<file path="config.mk">
export PLATFORM = sky130hd
export DESIGN_NAME = dcbq_top
export DESIGN_NICKNAME = d
export VERILOG_FILES = /design/src/dcbq_pkg.sv /design/src/dcbq_top.sv
export SDC_FILE = /design/constraint.sdc
export NUM_CORES = 1
export LEC_CHECK = 0
export ABC_AREA = 1
export BUFFER_PORTS_ARGS = -buffer_cell sky130_fd_sc_hd__clkbuf_2
export CAP_MARGIN = 30
export CORE_ASPECT_RATIO = 1.75
export CORE_MARGIN = 5
export CORE_UTILIZATION = 45
export DETAILED_ROUTE_END_ITERATION = 16
export PLACE_DENSITY = 0.76
export SLEW_MARGIN = 15
export SYNTH_ARGS = -nofsm -noshare
export SYNTH_HDL_FRONTEND = slang
export SYNTH_SLANG_ARGS = --single-unit
</file>
<file path="constraint.sdc">
create_clock -name clk_sys -period 1.25 [get_ports clk_sys]
set_input_delay 0.25 -clock clk_sys [delete_from_list [all_inputs] [get_ports clk_sys]]
set_output_delay 0.25 -clock clk_sys [all_outputs]
set_load 0.02 [all_outputs]
</file>
<file path="src/dcbq_pkg.sv">
// Package for the debug comparator B qualifier block
// Functional notes
// - Bit 7 enables direction in the comparator B match.
// - Full modes use comparator A direction enable and value instead.
// - Bit 6 selects match: 0 write cycles, 1 read cycles.
// - Direction value ignored when direction enable is 0.
// - Full modes ignore bit 6; comparator A value governs.
// - Page bit 1: match only paged access, page:addr[13:0] compared.
// - Page bit 0: match only non-paged access, bit 16 from address.
// - Full modes compare data; page bit and bit 16 ignored.
// - Address bit 16 is compared against register bit 0.
// - Reset clears all bits; qualifying end-trace reset keeps 7,6,5,0.
package dcbq_pkg;

  //--------------------------------------------------------------------------
  // Register map
  //--------------------------------------------------------------------------
  localparam logic [7:0]  CMP_B_EXT_OFFSET = 8'h09; // Register index
  localparam logic [11:0] CMP_B_EXT_ADDR   = 12'h024; // Index times four
  localparam logic [11:0] CMP_A_EXT_ADDR   = 12'h020;
  localparam logic [11:0] CMP_B_ADR_ADDR   = 12'h040;
  localparam logic [11:0] CTRL_ADDR        = 12'h044;
  localparam logic [11:0] STATUS_ADDR      = 12'h048;
  localparam logic [7:0]  EXT_RESET        = 8'h00;
  localparam logic [7:0]  EXT_RD_MASK      = 8'hE1; // Bits 4..1 read zero
  localparam logic [7:0]  EXT_KEEP_MASK    = 8'hE1; // Kept on end-trace
  localparam int          BIT_DIR_EN       = 7;
  localparam int          BIT_DIR_VAL      = 6;
  localparam int          BIT_PAGE         = 5;
  localparam int          BIT_B16          = 0;
  localparam int          CTRL_FULL        = 0;
  localparam int          CTRL_DBG_EN      = 1;
  localparam int          CTRL_BEGIN       = 2;

  // Core bus sample
  typedef struct packed {
    logic        valid;     // Bus cycle active
    logic        read;      // 1 read, 0 write
    logic        paged;     // Paged program access indication
    logic [2:0]  page;      // Page value
    logic [16:0] addr;      // Core address
    logic [7:0]  data;      // Data value
  } dcbq_bus_t;

  // Comparator A qualifier settings
  typedef struct packed {
    logic dir_en;           // Comparator A direction enable
    logic dir_val;          // Comparator A direction value
  } dcbq_cmpa_t;

endpackage

</file>
<file path="src/dcbq_top.sv">
// Comparator B qualifier with APB register access
//
// Added by the designer: the APB register port.
`timescale 1ns/100ps
module dcbq_top (
  input  wire logic               clk_sys,   // Bus clock
  input  wire logic               nrst,      // Async reset, low
  input  wire logic               psel,      // APB select
  input  wire logic               penable,   // APB enable
  input  wire logic               pwrite,    // APB direction
  input  wire logic [11:0]        paddr,     // APB byte address
  input  wire logic [31:0]        pwdata,    // APB write data
  output logic      [31:0]        prdata,    // APB read data
  output logic                    pready,    // APB ready
  output logic                    pslverr,   // APB error
  input  wire logic               end_trace_rst, // End-trace reset pulse
  input  wire dcbq_pkg::dcbq_bus_t core_bus, // Core bus sample
  output logic                    match_b    // Comparator B match
);

  //--------------------------------------------------------------------------
  // Registers
  //--------------------------------------------------------------------------
  // Storage; every flop clears on the asynchronous reset
  logic [7:0]  ext_b;      // comparator_b_extension
  logic [7:0]  ext_a;      // Comparator A extension (dir bits used)
  logic [16:0] cmp_adr;    // Comparator B address / data value
  logic [2:0]  ctrl;       // full, debug enable, begin
  logic        access_q;

  //--------------------------------------------------------------------------
  // APB decode
  //--------------------------------------------------------------------------
  // Zero wait states: the answer is registered from setup
  wire setup    = psel && !penable;
  wire acc      = psel && penable && access_q;
  wire wr       = acc && pwrite;
  wire hit_b    = (paddr == dcbq_pkg::CMP_B_EXT_ADDR);
  wire hit_a    = (paddr == dcbq_pkg::CMP_A_EXT_ADDR);
  wire hit_adr  = (paddr == dcbq_pkg::CMP_B_ADR_ADDR);
  wire hit_ctl  = (paddr == dcbq_pkg::CTRL_ADDR);
  wire hit_st   = (paddr == dcbq_pkg::STATUS_ADDR);
  wire mapped   = hit_b || hit_a || hit_adr || hit_ctl || hit_st;
  wire full_mode = ctrl[dcbq_pkg::CTRL_FULL];
  wire keep_ext = ctrl[dcbq_pkg::CTRL_DBG_EN] &&
                  !ctrl[dcbq_pkg::CTRL_BEGIN];

  // Read mux: if/else-if style chain as continuous selects
  wire [31:0] rd_val =
    hit_b   ? {24'h000000, ext_b & dcbq_pkg::EXT_RD_MASK} :
    hit_a   ? {24'h000000, ext_a & dcbq_pkg::EXT_RD_MASK} :
    hit_adr ? {15'h0000, cmp_adr} :
    hit_ctl ? {29'h00000000, ctrl} :
    hit_st  ? {31'h00000000, match_b} : 32'h00000000;

  //--------------------------------------------------------------------------
  // Match logic
  //--------------------------------------------------------------------------
  // direction enable select
  // full mode takes comparator A bits
  wire dir_en  = full_mode ? ext_a[dcbq_pkg::BIT_DIR_EN]
                           : ext_b[dcbq_pkg::BIT_DIR_EN];
  wire dir_val = full_mode ? ext_a[dcbq_pkg::BIT_DIR_VAL]
                           : ext_b[dcbq_pkg::BIT_DIR_VAL];
  wire dir_ok  = !dir_en || (core_bus.read == dir_val);
  wire pg_sel  = ext_b[dcbq_pkg::BIT_PAGE];
  wire pg_ok   = (core_bus.paged == pg_sel);
  wire [16:0] cmp_addr = core_bus.paged ?
                 {core_bus.page, core_bus.addr[13:0]} : core_bus.addr;
  wire b16_ok  = (cmp_addr[16] == ext_b[dcbq_pkg::BIT_B16]);
  wire adr_ok  = (cmp_addr[15:0] == cmp_adr[15:0]);
  wire dat_ok  = (core_bus.data == cmp_adr[7:0]);
  wire next_match = core_bus.valid && dir_ok &&
                    (full_mode ? dat_ok : (pg_ok && b16_ok && adr_ok));
  // Registered below, so the match trails its bus sample by one edge

  //--------------------------------------------------------------------------
  // Register process
  //--------------------------------------------------------------------------
  // End-trace wins over a register write in the same cycle
  // reset clears, end-trace keeps selected bits when debug enable is set and begin is clear, else clears
  always_ff @(posedge clk_sys or negedge nrst) begin
    if (!nrst) begin
      ext_b <= dcbq_pkg::EXT_RESET;
      ext_a <= dcbq_pkg::EXT_RESET;
    end else if (end_trace_rst) begin
      ext_b <= keep_ext ? (ext_b & dcbq_pkg::EXT_KEEP_MASK)
                        : dcbq_pkg::EXT_RESET;
      ext_a <= keep_ext ? (ext_a & dcbq_pkg::EXT_KEEP_MASK)
                        : dcbq_pkg::EXT_RESET;
    end else begin
      if (wr && hit_b)
        ext_b <= pwdata[7:0] & dcbq_pkg::EXT_RD_MASK;
      if (wr && hit_a)
        ext_a <= pwdata[7:0] & dcbq_pkg::EXT_RD_MASK;
    end
  end

  // Other control registers and APB answer
  // pslverr rides with pready; writes to unmapped offsets drop
  always_ff @(posedge clk_sys or negedge nrst) begin
    if (!nrst) begin
      cmp_adr  <= 17'h00000;
      ctrl     <= 3'h0;
      access_q <= 1'b0;
      pready   <= 1'b0;
      pslverr  <= 1'b0;
      prdata   <= 32'h00000000;
      match_b  <= 1'b0;
    end else begin
      access_q <= setup;
      pready   <= setup;
      pslverr  <= setup && !mapped;
      prdata   <= (setup && !pwrite) ? rd_val : 32'h00000000;
      match_b  <= next_match;
      if (wr && hit_adr)
        cmp_adr <= pwdata[16:0];
      if (wr && hit_ctl)
        ctrl <= pwdata[2:0];
    end
  end

  //--------------------------------------------------------------------------
  // Assertions
  //--------------------------------------------------------------------------
  property p_dir_write;
    @(posedge clk_sys) disable iff (!nrst)
    (!full_mode && ext_b[7] && !ext_b[6] && core_bus.read) |=> !match_b;
  endproperty
  a_dir_write: assert property (p_dir_write)
    else $error("write-only match fired on read");

  property p_dir_off;
    @(posedge clk_sys) disable iff (!nrst)
    (!full_mode && !ext_b[7] && core_bus.valid && pg_ok && b16_ok &&
     adr_ok) |=> match_b;
  endproperty
  a_dir_off: assert property (p_dir_off)
    else $error("direction not ignored when disabled");

  property p_page;
    @(posedge clk_sys) disable iff (!nrst)
    (!full_mode && core_bus.paged != ext_b[5]) |=> !match_b;
  endproperty
  a_page: assert property (p_page)
    else $error("page qualification violated");

  property p_b16;
    @(posedge clk_sys) disable iff (!nrst)
    (!full_mode && cmp_addr[16] != ext_b[0]) |=> !match_b;
  endproperty
  a_b16: assert property (p_b16)
    else $error("bit 16 mismatch produced match");

  property p_full_a;
    @(posedge clk_sys) disable iff (!nrst)
    (full_mode && ext_a[7] && core_bus.read != ext_a[6]) |=> !match_b;
  endproperty
  a_full_a: assert property (p_full_a)
    else $error("full mode ignored comparator A direction");

  property p_full_data;
    @(posedge clk_sys) disable iff (!nrst)
    (full_mode && !ext_a[7] && core_bus.valid && dat_ok) |=> match_b;
  endproperty
  a_full_data: assert property (p_full_data)
    else $error("full mode data match missed");

  property p_keep;
    @(posedge clk_sys) disable iff (!nrst)
    (end_trace_rst && keep_ext) |=>
      (ext_b == ($past(ext_b) & dcbq_pkg::EXT_KEEP_MASK));
  endproperty
  a_keep: assert property (p_keep)
    else $error("end-trace reset lost kept bits");

  property p_rsv;
    @(posedge clk_sys) disable iff (!nrst)
    (ext_b[4:1] == 4'h0);
  endproperty
  a_rsv: assert property (p_rsv)
    else $error("reserved bits nonzero");

  property p_dir_en;
    @(posedge clk_sys) disable iff (!nrst)
    (!full_mode && ext_b[7] && ext_b[6] && !core_bus.read) |=> !match_b;
  endproperty
  a_dir_en: assert property (p_dir_en)
    else $error("direction enable ignored");

  property p_full_val;
    @(posedge clk_sys) disable iff (!nrst)
    (full_mode && !ext_a[7] && ext_b[7] && core_bus.valid && dat_ok)
      |=> match_b;
  endproperty
  a_full_val: assert property (p_full_val)
    else $error("full mode used comparator B direction");

  property p_ready;
    @(posedge clk_sys) disable iff (!nrst)
    (psel && !penable) |=> pready;
  endproperty
  a_ready: assert property (p_ready) // Bus answer
    else $error("APB answer not one cycle");

  //--------------------------------------------------------------------------
  // Further qualifier and bus checks
  //--------------------------------------------------------------------------
  property p_dir_rd;
    @(posedge clk_sys) disable iff (!nrst)
    (!full_mode && ext_b[7] && ext_b[6] && core_bus.read &&
     core_bus.valid && pg_ok && b16_ok && adr_ok) |=> match_b;
  endproperty
  a_dir_rd: assert property (p_dir_rd)
    else $error("read-only match missed a read");

  property p_page_hit;
    @(posedge clk_sys) disable iff (!nrst)
    (!full_mode && !ext_b[7] && core_bus.valid && core_bus.paged &&
     ext_b[5] && {core_bus.page, core_bus.addr[13:0]} ==
     {ext_b[0], cmp_adr[15:0]}) |=> match_b;
  endproperty
  a_page_hit: assert property (p_page_hit)
    else $error("paged address match missed");

  property p_flat_hit;
    @(posedge clk_sys) disable iff (!nrst)
    (!full_mode && !ext_b[7] && core_bus.valid && !core_bus.paged &&
     !ext_b[5] && core_bus.addr == {ext_b[0], cmp_adr[15:0]})
      |=> match_b;
  endproperty
  a_flat_hit: assert property (p_flat_hit)
    else $error("unpaged address match missed");

  property p_full_ign;
    @(posedge clk_sys) disable iff (!nrst)
    (full_mode && !ext_a[7] && core_bus.valid &&
     core_bus.data == cmp_adr[7:0] && core_bus.paged != ext_b[5])
      |=> match_b;
  endproperty
  a_full_ign: assert property (p_full_ign)
    else $error("full mode used the page bit");

  property p_full_wr;
    @(posedge clk_sys) disable iff (!nrst)
    (full_mode && ext_a[7] && !ext_a[6] && !core_bus.read &&
     core_bus.valid && core_bus.data == cmp_adr[7:0]) |=> match_b;
  endproperty
  a_full_wr: assert property (p_full_wr)
    else $error("full mode write match missed");

  property p_clear;
    @(posedge clk_sys) disable iff (!nrst)
    (end_trace_rst && !keep_ext) |=> (ext_b == dcbq_pkg::EXT_RESET);
  endproperty
  a_clear: assert property (p_clear)
    else $error("end-trace reset kept bits without debug enable");

  property p_idle;
    @(posedge clk_sys) disable iff (!nrst)
    !core_bus.valid |=> !match_b;
  endproperty
  a_idle: assert property (p_idle)
    else $error("match without a bus cycle");

  property p_rd_b;
    @(posedge clk_sys) disable iff (!nrst)
    (psel && !penable && !pwrite && hit_b) |=>
      (prdata[31:8] == 24'h000000 && prdata[4:1] == 4'h0);
  endproperty
  a_rd_b: assert property (p_rd_b)
    else $error("unused extension bits read nonzero");

  property p_slverr;
    @(posedge clk_sys) disable iff (!nrst)
    (psel && !penable && !mapped) |=> (pready && pslverr);
  endproperty
  a_slverr: assert property (p_slverr) // Bus error
    else $error("unmapped access not flagged");

  property p_one_cycle;
    @(posedge clk_sys) disable iff (!nrst)
    pready |=> !pready;
  endproperty
  a_one_cycle: assert property (p_one_cycle) // Bus answer
    else $error("ready held beyond one cycle");

  property p_rd_idle;
    @(posedge clk_sys) disable iff (!nrst)
    !pready |-> (prdata == 32'h00000000);
  endproperty
  a_rd_idle: assert property (p_rd_idle) // Bus answer
    else $error("read data outside the access cycle");

  // Coverage of the main scenarios
  c_match:  cover property (@(posedge clk_sys) disable iff (!nrst) match_b);
  c_full:   cover property (@(posedge clk_sys) disable iff (!nrst)
                            full_mode && match_b);
  c_paged:  cover property (@(posedge clk_sys) disable iff (!nrst)
                            core_bus.paged && match_b);
  c_keep:   cover property (@(posedge clk_sys) disable iff (!nrst)
                            end_trace_rst && keep_ext);

endmodule

</file>
==> summary.md, run 1 <==
| Metric | Value |
|---|---|
| Status | `complete, no violations` |
| Post-synth top cells | `110 x nand2_1, 62 x inv_1, 48 x dfrtp_1, 38 x nor2_1` |
| Count leader, synth | `nand2_1` |
| CP cell instances | `nand4_1 > inv_2 > nand2_8 > buf_12 > nor2_2 > a21oi_2` |
| Layout area overhead | `34.4%` |
| Seq pwr share | `about 53%` |
| WP buf/inv | `2` |
| PortBufs | `85` |
| Net switching power | `809 uW` |
| Setup violations, final | `0` |
| Post-synth top area cell | `dfrtp_1` |
| DPL Wire Length | `5870 microns` |
| Overall die height | `114 microns` |
| PwrDens | `around 800 nW/um^2` |
| Seq cells post-synth | `48` |
| Root Buffer | `clkbuf_8` |
| Post-Syn Area | `2790 sq um` |
| Slew Viols, Final | `0` |
| Pin count of the biggest net entering global routing | `49` |
| Clock power frac | `around a third` |
| Switching share of total power | `a little over a quarter` |
| Worst Path Max Fanout | `8` |
| Clock-pin transition on the worst setup and hold timing paths | `roughly 0.090 ns` |
| Clk_skew | `0.00442 ns` |
| Chip width | `around 70 microns` |
| Total vias in the final route | `~2700` |
| Layout cell share with drive strength beyond 1 | `36.2%` |
| Ant diodes | `0` |
| VDD IR-drop max | `0.521 mV` |
| Yosys Warn Count | `0` |
| Core region area | `6130 sq um` |
| Post-synth ARST share | `100%` |
| Worst Hold Launch | `penable` |
| Antenna violations before repair | `0` |
| Seq/Total Area, Yosys | `approximately 43%` |
| Worst hold slack | `approximately 0.12 ns` |
| WS Path Type | `flip-flop to flip-flop` |
| RR Startpoint | `pready` |
| CTS tree | `done` |
| Predominant post-synthesis flop cell | `dfrtp_1` |
| Syn_area_per_cell | `approximately 7.4 sq um` |
| Total Routing Usage GR | `a little under a fifth` |
| Min Tclk post-route | `between 1 and 1.5 ns` |
| Synth area leaders | `dfrtp_1 43%, nand2_1 15%, inv_1 8.4%, nor2_1 5.1%, buf_4 4.0%` |
| 1st-pass router iterations | `4` |
| Worst setup SP type | `flip-flop` |
| Crit share post-route | `~100%` |
| Final GP Congestion | `between 0.9 and 1` |
| Clock Sink Count | `between 40 and 50` |
| DRC | `0` |
| Distinct cells, synth | `30` |
| Iter 0 DRT Violations | `about 130` |
| Final #Nets | `~570` |
| Placed Area | `approximately 3400 sq um` |
| RSZ-0062 raised after global routing | `true` |
| # fillers | `550` |
| Row count | `38` |
| Critical Path Source | `pready` |
| Total Neg Setup Slack | `0 ns` |
| Die ar. | `7930 sq um` |
| Final wirelength | `~7600 microns` |
| CP Data Arrival Time | `about 1.5 ns` |
| Vias per cell | `around 4.7` |
| I/O Pins | `116` |
| Post-synth EDFFs | `0` |
| Antenna viol nets, final | `0` |
| Worst Setup End Kind | `flip-flop` |
| CTS HTree Levels | `2` |
| Comb power frac | `14.3%` |
| Synthesized instance count | `around 380` |
| Number of global-route vias before repair | `between 2000 and 3000` |
| Final Hold Violating Endpoints | `0` |
| Final Cell Area | `roughly 3700 sq um` |
| Remaining Overflow, GRT | `0` |
| Finished Core Util | `roughly three fifths` |
| Dpl cells | `~560` |
| First-pass GRT wire length | `11700 microns` |
| CTS max path bufs | `2` |
| Internal power | `2190 uW` |
| CTS Buf Count | `5` |
| Worst path slowest cell | `dfrtp_1` |
| Initial Utilization | `between 40% and 50%` |
| Fin cells | `~570` |
| Critical path's top delay family | `simple AND/OR/NAND/NOR gates` |
| Max incr delay on CP | `0.35 ns` |
| WP data required | `roughly 1.5 ns` |
| Worst-skew pair later-pin latency | `between 0.3 and 0.4 ns` |
| Achievable frequency | `about 800 MHz` |
| Wire per inst | `approximately 13 microns` |
| Leakage | `between 0.002 and 0.0025 uW` |
| Max_cap viols | `0` |
| Worst min path class | `primary input to flip-flop` |
| Top cell type's share of synthesized area | `roughly 43%` |
-- power groups by stage --
stage	clock [uW]	sequential [uW]	combinational, uW
after detailed placement	0	1620	408
after CTS	1000	1590	414
after floorplan	0	1620	223
final	982	1590	429
after global placement	0	1620	400
after global routing	1060	1590	482
-- kinds of logic after synthesis --
logic type / synth area share, %
simple gates: 30.7
flops: 43.1
compound gates: 9.92
xor+xnor: 1.89
buf+inv: 14.2
other cells: 0.135
-- final cells by class --
type / instances / area, sq um / area share (%)
multi-input cells: 259 / 1360 / 36.3
flip-flops and latches: 48 / 1200 / 32.1
repair buffers: 116 / 749 / 20.0
inverters: 63 / 241 / 6.45
well taps: 80 / 100 / 2.67
clock buffers: 7 / 86.3 / 2.31
clock inverters: 1 / 7.51 / 0.200
-- stage by stage --
stage | worst slack (ns) | total power (uW)
after floorplan | 0.0484 | 1840
after global placement | -0.173 | 2020
after detailed placement | -0.204 | 2030
after CTS | 0.0110 | 3000
after global routing | -0.112 | 3130
final | 0.00434 | 3000
-- per-layer routing --
| metal | wire length, microns | share of wire (%) | up-vias | track usage [%] |
|---|---|---|---|---|
| met2 | 4220 | 56 | 90 | 35.1 |
| met4 | 363 | 4.8 | 0 | 10.7 |
| met1 | 2600 | 34 | 1244 | 18.5 |
| met5 | 0 | 0 | - | 0 |
| li1 | - | - | 1354 | - |
| met3 | 394 | 5.2 | 26 | 3.87 |
-- state kept, by name (all words and copies together), names as in the netlist --
name,flops
ext_a,4
pready,1
ctrl,3
ext_b,4
prdata,17
cmp_adr,17
pslverr,1
match_b,1
-- placed cells by master (no fill, tap or decap), types with 5 or more instances in the layout --
cell type / instances
nand2_2: 10
buf_4: 23
inv_1: 60
a21oi_2: 10
clkbuf_2: 85
nand2_1: 102
nor2_4: 7
a21oi_1: 6
conb_1: 15
nor3_1: 11
nor2_2: 9
nor2_1: 27
o21ai_2: 7
o21ai_0: 12
nand2_4: 5
nand3_1: 14
clkbuf_8: 6
dfrtp_1: 48
-- worst paths after layout --
check                              endpoint  slack, ns  cells past startpoint
worst max register to register   cmp_adr[9]      0.004                      6
worst min-delay path                 pready       0.12                      2
max in group asynchronous        cmp_adr[8]       0.54                      3
worst min register to register  cmp_adr[16]       0.49                      2
worst max-delay path             cmp_adr[9]      0.004                      6
min in group asynchronous         prdata[0]       0.46                      3
-- what timing repair did --
action	in CTS	in global routing
setup buffers	0	1
gates resized for setup	3	36
hold endpoints to repair	48	0
hold buffers	1	0
endpoints found under the setup margin	10	14
pin swaps	1	5
cloned	0	2
Note: power is estimated with default switching activity, not from simulation.
==> run 2, diff against run 1 <==
==> constraint.sdc (replaced) <==
create_clock -name clk_sys -period 1.25 [get_ports clk_sys]
set_input_delay 0.125 -clock clk_sys [delete_from_list [all_inputs] [get_ports clk_sys]]
set_output_delay 0.125 -clock clk_sys [all_outputs]
set_load 0.02 [all_outputs]
==> run 2 against run 1 <==
Sequential cell count unchanged. Critical endpoint is now match_b. Wire length decreased by 4.2%. Largest cell class unchanged. Non-clock buffer count decreased by 2.
==> summary.md, run 2 (same netlist as run 1, synthesis figures left out) <==
| Metric | Value |
|---|---|
| Status | `complete, no violations` |
| Worst hold slack | `0.0429 ns (-0.0788 ns)` |
| Max_cap viols | `0 (unchanged)` |
| Die ar. | `7930 sq um (unchanged)` |
| Ant diodes | `0 (unchanged)` |
| Clk_skew | `0.0129 ns (+0.00844 ns)` |
| CTS HTree Levels | `2 (unchanged)` |
| Final #Nets | `572 (-0.35%)` |
| WP data required | `1.44 ns (-0.02 ns)` |
| Internal power | `2180 uW (-0.28%)` |
| RR Startpoint | `cmp_adr[4]` |
| CP cell instances | `buf_4 > o22ai_1 > a21oi_1 > nand2_1 > nor2_1 > nor2_1 > nor2_1` |
| Worst Path Max Fanout | `3 (-5)` |
| I/O Pins | `116 (unchanged)` |
| Final wirelength | `7250 microns (-4.2%)` |
| Setup violations, final | `0 (unchanged)` |
| Row count | `38 (unchanged)` |
| Leakage | `0.00208 uW (-2.0%)` |
| Vias per cell | `4.63 (-2.1%)` |
| Total vias in the final route | `2649 (-2.4%)` |
| CP Data Arrival Time | `1.44 ns (about the same)` |
| First-pass GRT wire length | `11600 microns (-0.59%)` |
| Worst setup SP type | `flip-flop` |
| CTS Buf Count | `5 (unchanged)` |
| Final GP Congestion | `0.946 (+2.1%)` |
| VDD IR-drop max | `0.597 mV (+15%)` |
| Net switching power | `799 uW (-1.3%)` |
| Number of global-route vias before repair | `2727 (+0.66%)` |
| Worst min path class | `primary input to flip-flop` |
| Layout cell share with drive strength beyond 1 | `33.7% (-2.5 points)` |
| Worst Setup End Kind | `flip-flop` |
| Wire per inst | `12.7 microns (-3.9%)` |
| Pre-CTS setup slack | `-0.0713 ns (+0.133 ns)` |
| Root Buffer | `clkbuf_8` |
| DPL Wire Length | `5940 microns (+1.1%)` |
| 1st-pass router iterations | `4 (unchanged)` |
| Most common cell after layout, fill and taps aside | `nand2_1` |
| Most frequent cells in the layout | `109 x nand2_1, 85 x clkbuf_2, 58 x inv_1` |
| Chip width | `69.5 microns (unchanged)` |
| CTS max path bufs | `2 (unchanged)` |
| Register-to-register setup slack | `0.002 ns (about the same)` |
| Achievable frequency | `801 MHz (-0.22%)` |
| PortBufs | `85 (unchanged)` |
| Switching share of total power | `26.8% (-0.20 points)` |
| Total Routing Usage GR | `18.5% (-0.11 points)` |
| Clock-pin transition on the worst setup and hold timing paths | `0.10 ns (about the same)` |
| Slew Viols, Final | `0 (unchanged)` |
| PwrDens | `833 nW/um^2 (+4.0%)` |
| Worst path slowest cell | `dfrtp_1` |
| Final worst slack | `0.00165 ns (-0.00269 ns)` |
| Most used cell, CP | `nor2_1` |
| Seq pwr share | `53.3% (+0.3 points)` |
| Remaining Overflow, GRT | `0 (unchanged)` |
| Finished Core Util | `58.4% (-2.7 points)` |
| Overall die height | `114 microns (unchanged)` |
| Clock Sink Count | `48 (unchanged)` |
| Core region area | `6130 sq um (unchanged)` |
| Pin count of the biggest net entering global routing | `35 (-29%)` |
| Critical Path Source | `cmp_adr[4]` |
| Iter 0 DRT Violations | `117 (-6.4%)` |
| Antenna violations before repair | `0 (unchanged)` |
| Min Tclk post-route | `1.25 ns (+0.00269 ns)` |
| Critical path's top delay family | `flip-flops` |
| Worst Hold Launch | `pwdata[2]` |
| RSZ-0062 raised after global routing | `true` |
| Largest registers | `cmp_adr (17), prdata (17)` |
| WS Path Type | `flip-flop to flip-flop` |
| CTS tree | `done` |
| WP buf/inv | `1 (-1)` |
| DRC | `0 (unchanged)` |
| Worst-skew pair later-pin latency | `0.31 ns (about the same)` |
| Max incr delay on CP | `0.42 ns (+0.07 ns)` |
| Final Hold Violating Endpoints | `0 (unchanged)` |
| Comb power frac | `13.7% (-0.6 points)` |
| Initial Utilization | `45.4% (unchanged)` |
| Layout area overhead | `28.6%` |
| Crit share post-route | `99.9% (+0.22 points)` |
| Clock power frac | `33.0% (+0.3 points)` |
| Antenna viol nets, final | `0 (unchanged)` |
[run 2: cell count changes in the layout (fill, tap and decap cells not counted), moves of 3 or more]
cell / before / now
nand2_1: 102 / 109
nand2_2: 10 / 7
nand2_4: 5 / 2
nor2_1: 27 / 32
nor2_4: 7 / 2
[run 2: area by class of cell]
type,count,area (sq um)
fill,596,2550
tap,80,100
timing repair buffer,114,677
multi-input combinational,259,1270
sequential,48,1200
clock inverter,1,7.51
clock buffer,7,86.3
inverter,63,241
[run 2: timing repair]
action	CTS	global route
endpoints found under the setup margin	1	19
endpoints found under the hold margin	15	0
gates resized for setup	2	13
buffers inserted	0	4
hold buffers	2	0
pin swaps	0	3
[run 2: through the flow]
| stage | instances | power, uW | setup TNS, ns | instance area, sq um |
|---|---|---|---|---|
| final | 572 | 2980 | 0 | 3580 |
| after global routing | 572 | 3110 | -0.0640 | 3580 |
| after CTS | 568 | 3000 | 0 | 3530 |
| after detailed placement | 558 | 2020 | -1.16 | 3410 |
| after global placement | 558 | 2010 | -0.509 | 3410 |
| after floorplan | 390 | 1840 | 0 | 2840 |
[run 2: worst paths after layout]
| kind | to | cells past startpoint |
|---|---|---|
| min in group asynchronous | cmp_adr[0] | 2 |
| setup / recovery | match_b | 7 |
| setup reg to reg | match_b | 7 |
| hold / removal | cmp_adr[2] | 3 |
| max in group asynchronous | cmp_adr[8] | 3 |
| hold reg to reg | cmp_adr[16] | 2 |
[run 2: layer usage]
layer | GRT usage, % | wire, microns
met1 | 17.9 | 2600
met3 | 3.78 | 310
met2 | 36.7 | 4100
met4 | 8.21 | 240
met5 | 0 | 0
[run 2: worst min-delay path, delay by kind of cell]
kind            cells  cell delay, ns
compound gates      1            0.06
buf+inv             2            0.15
[run 2: power by group through the flow]
stage | logic [uW] | clock network [uW] | registers (uW)
finish | 409 | 984 | 1590
global route | 460 | 1060 | 1590
CTS | 409 | 1000 | 1590
detailed placement | 400 | 0 | 1620
global placement | 392 | 0 | 1620
floorplan | 223 | 0 | 1620
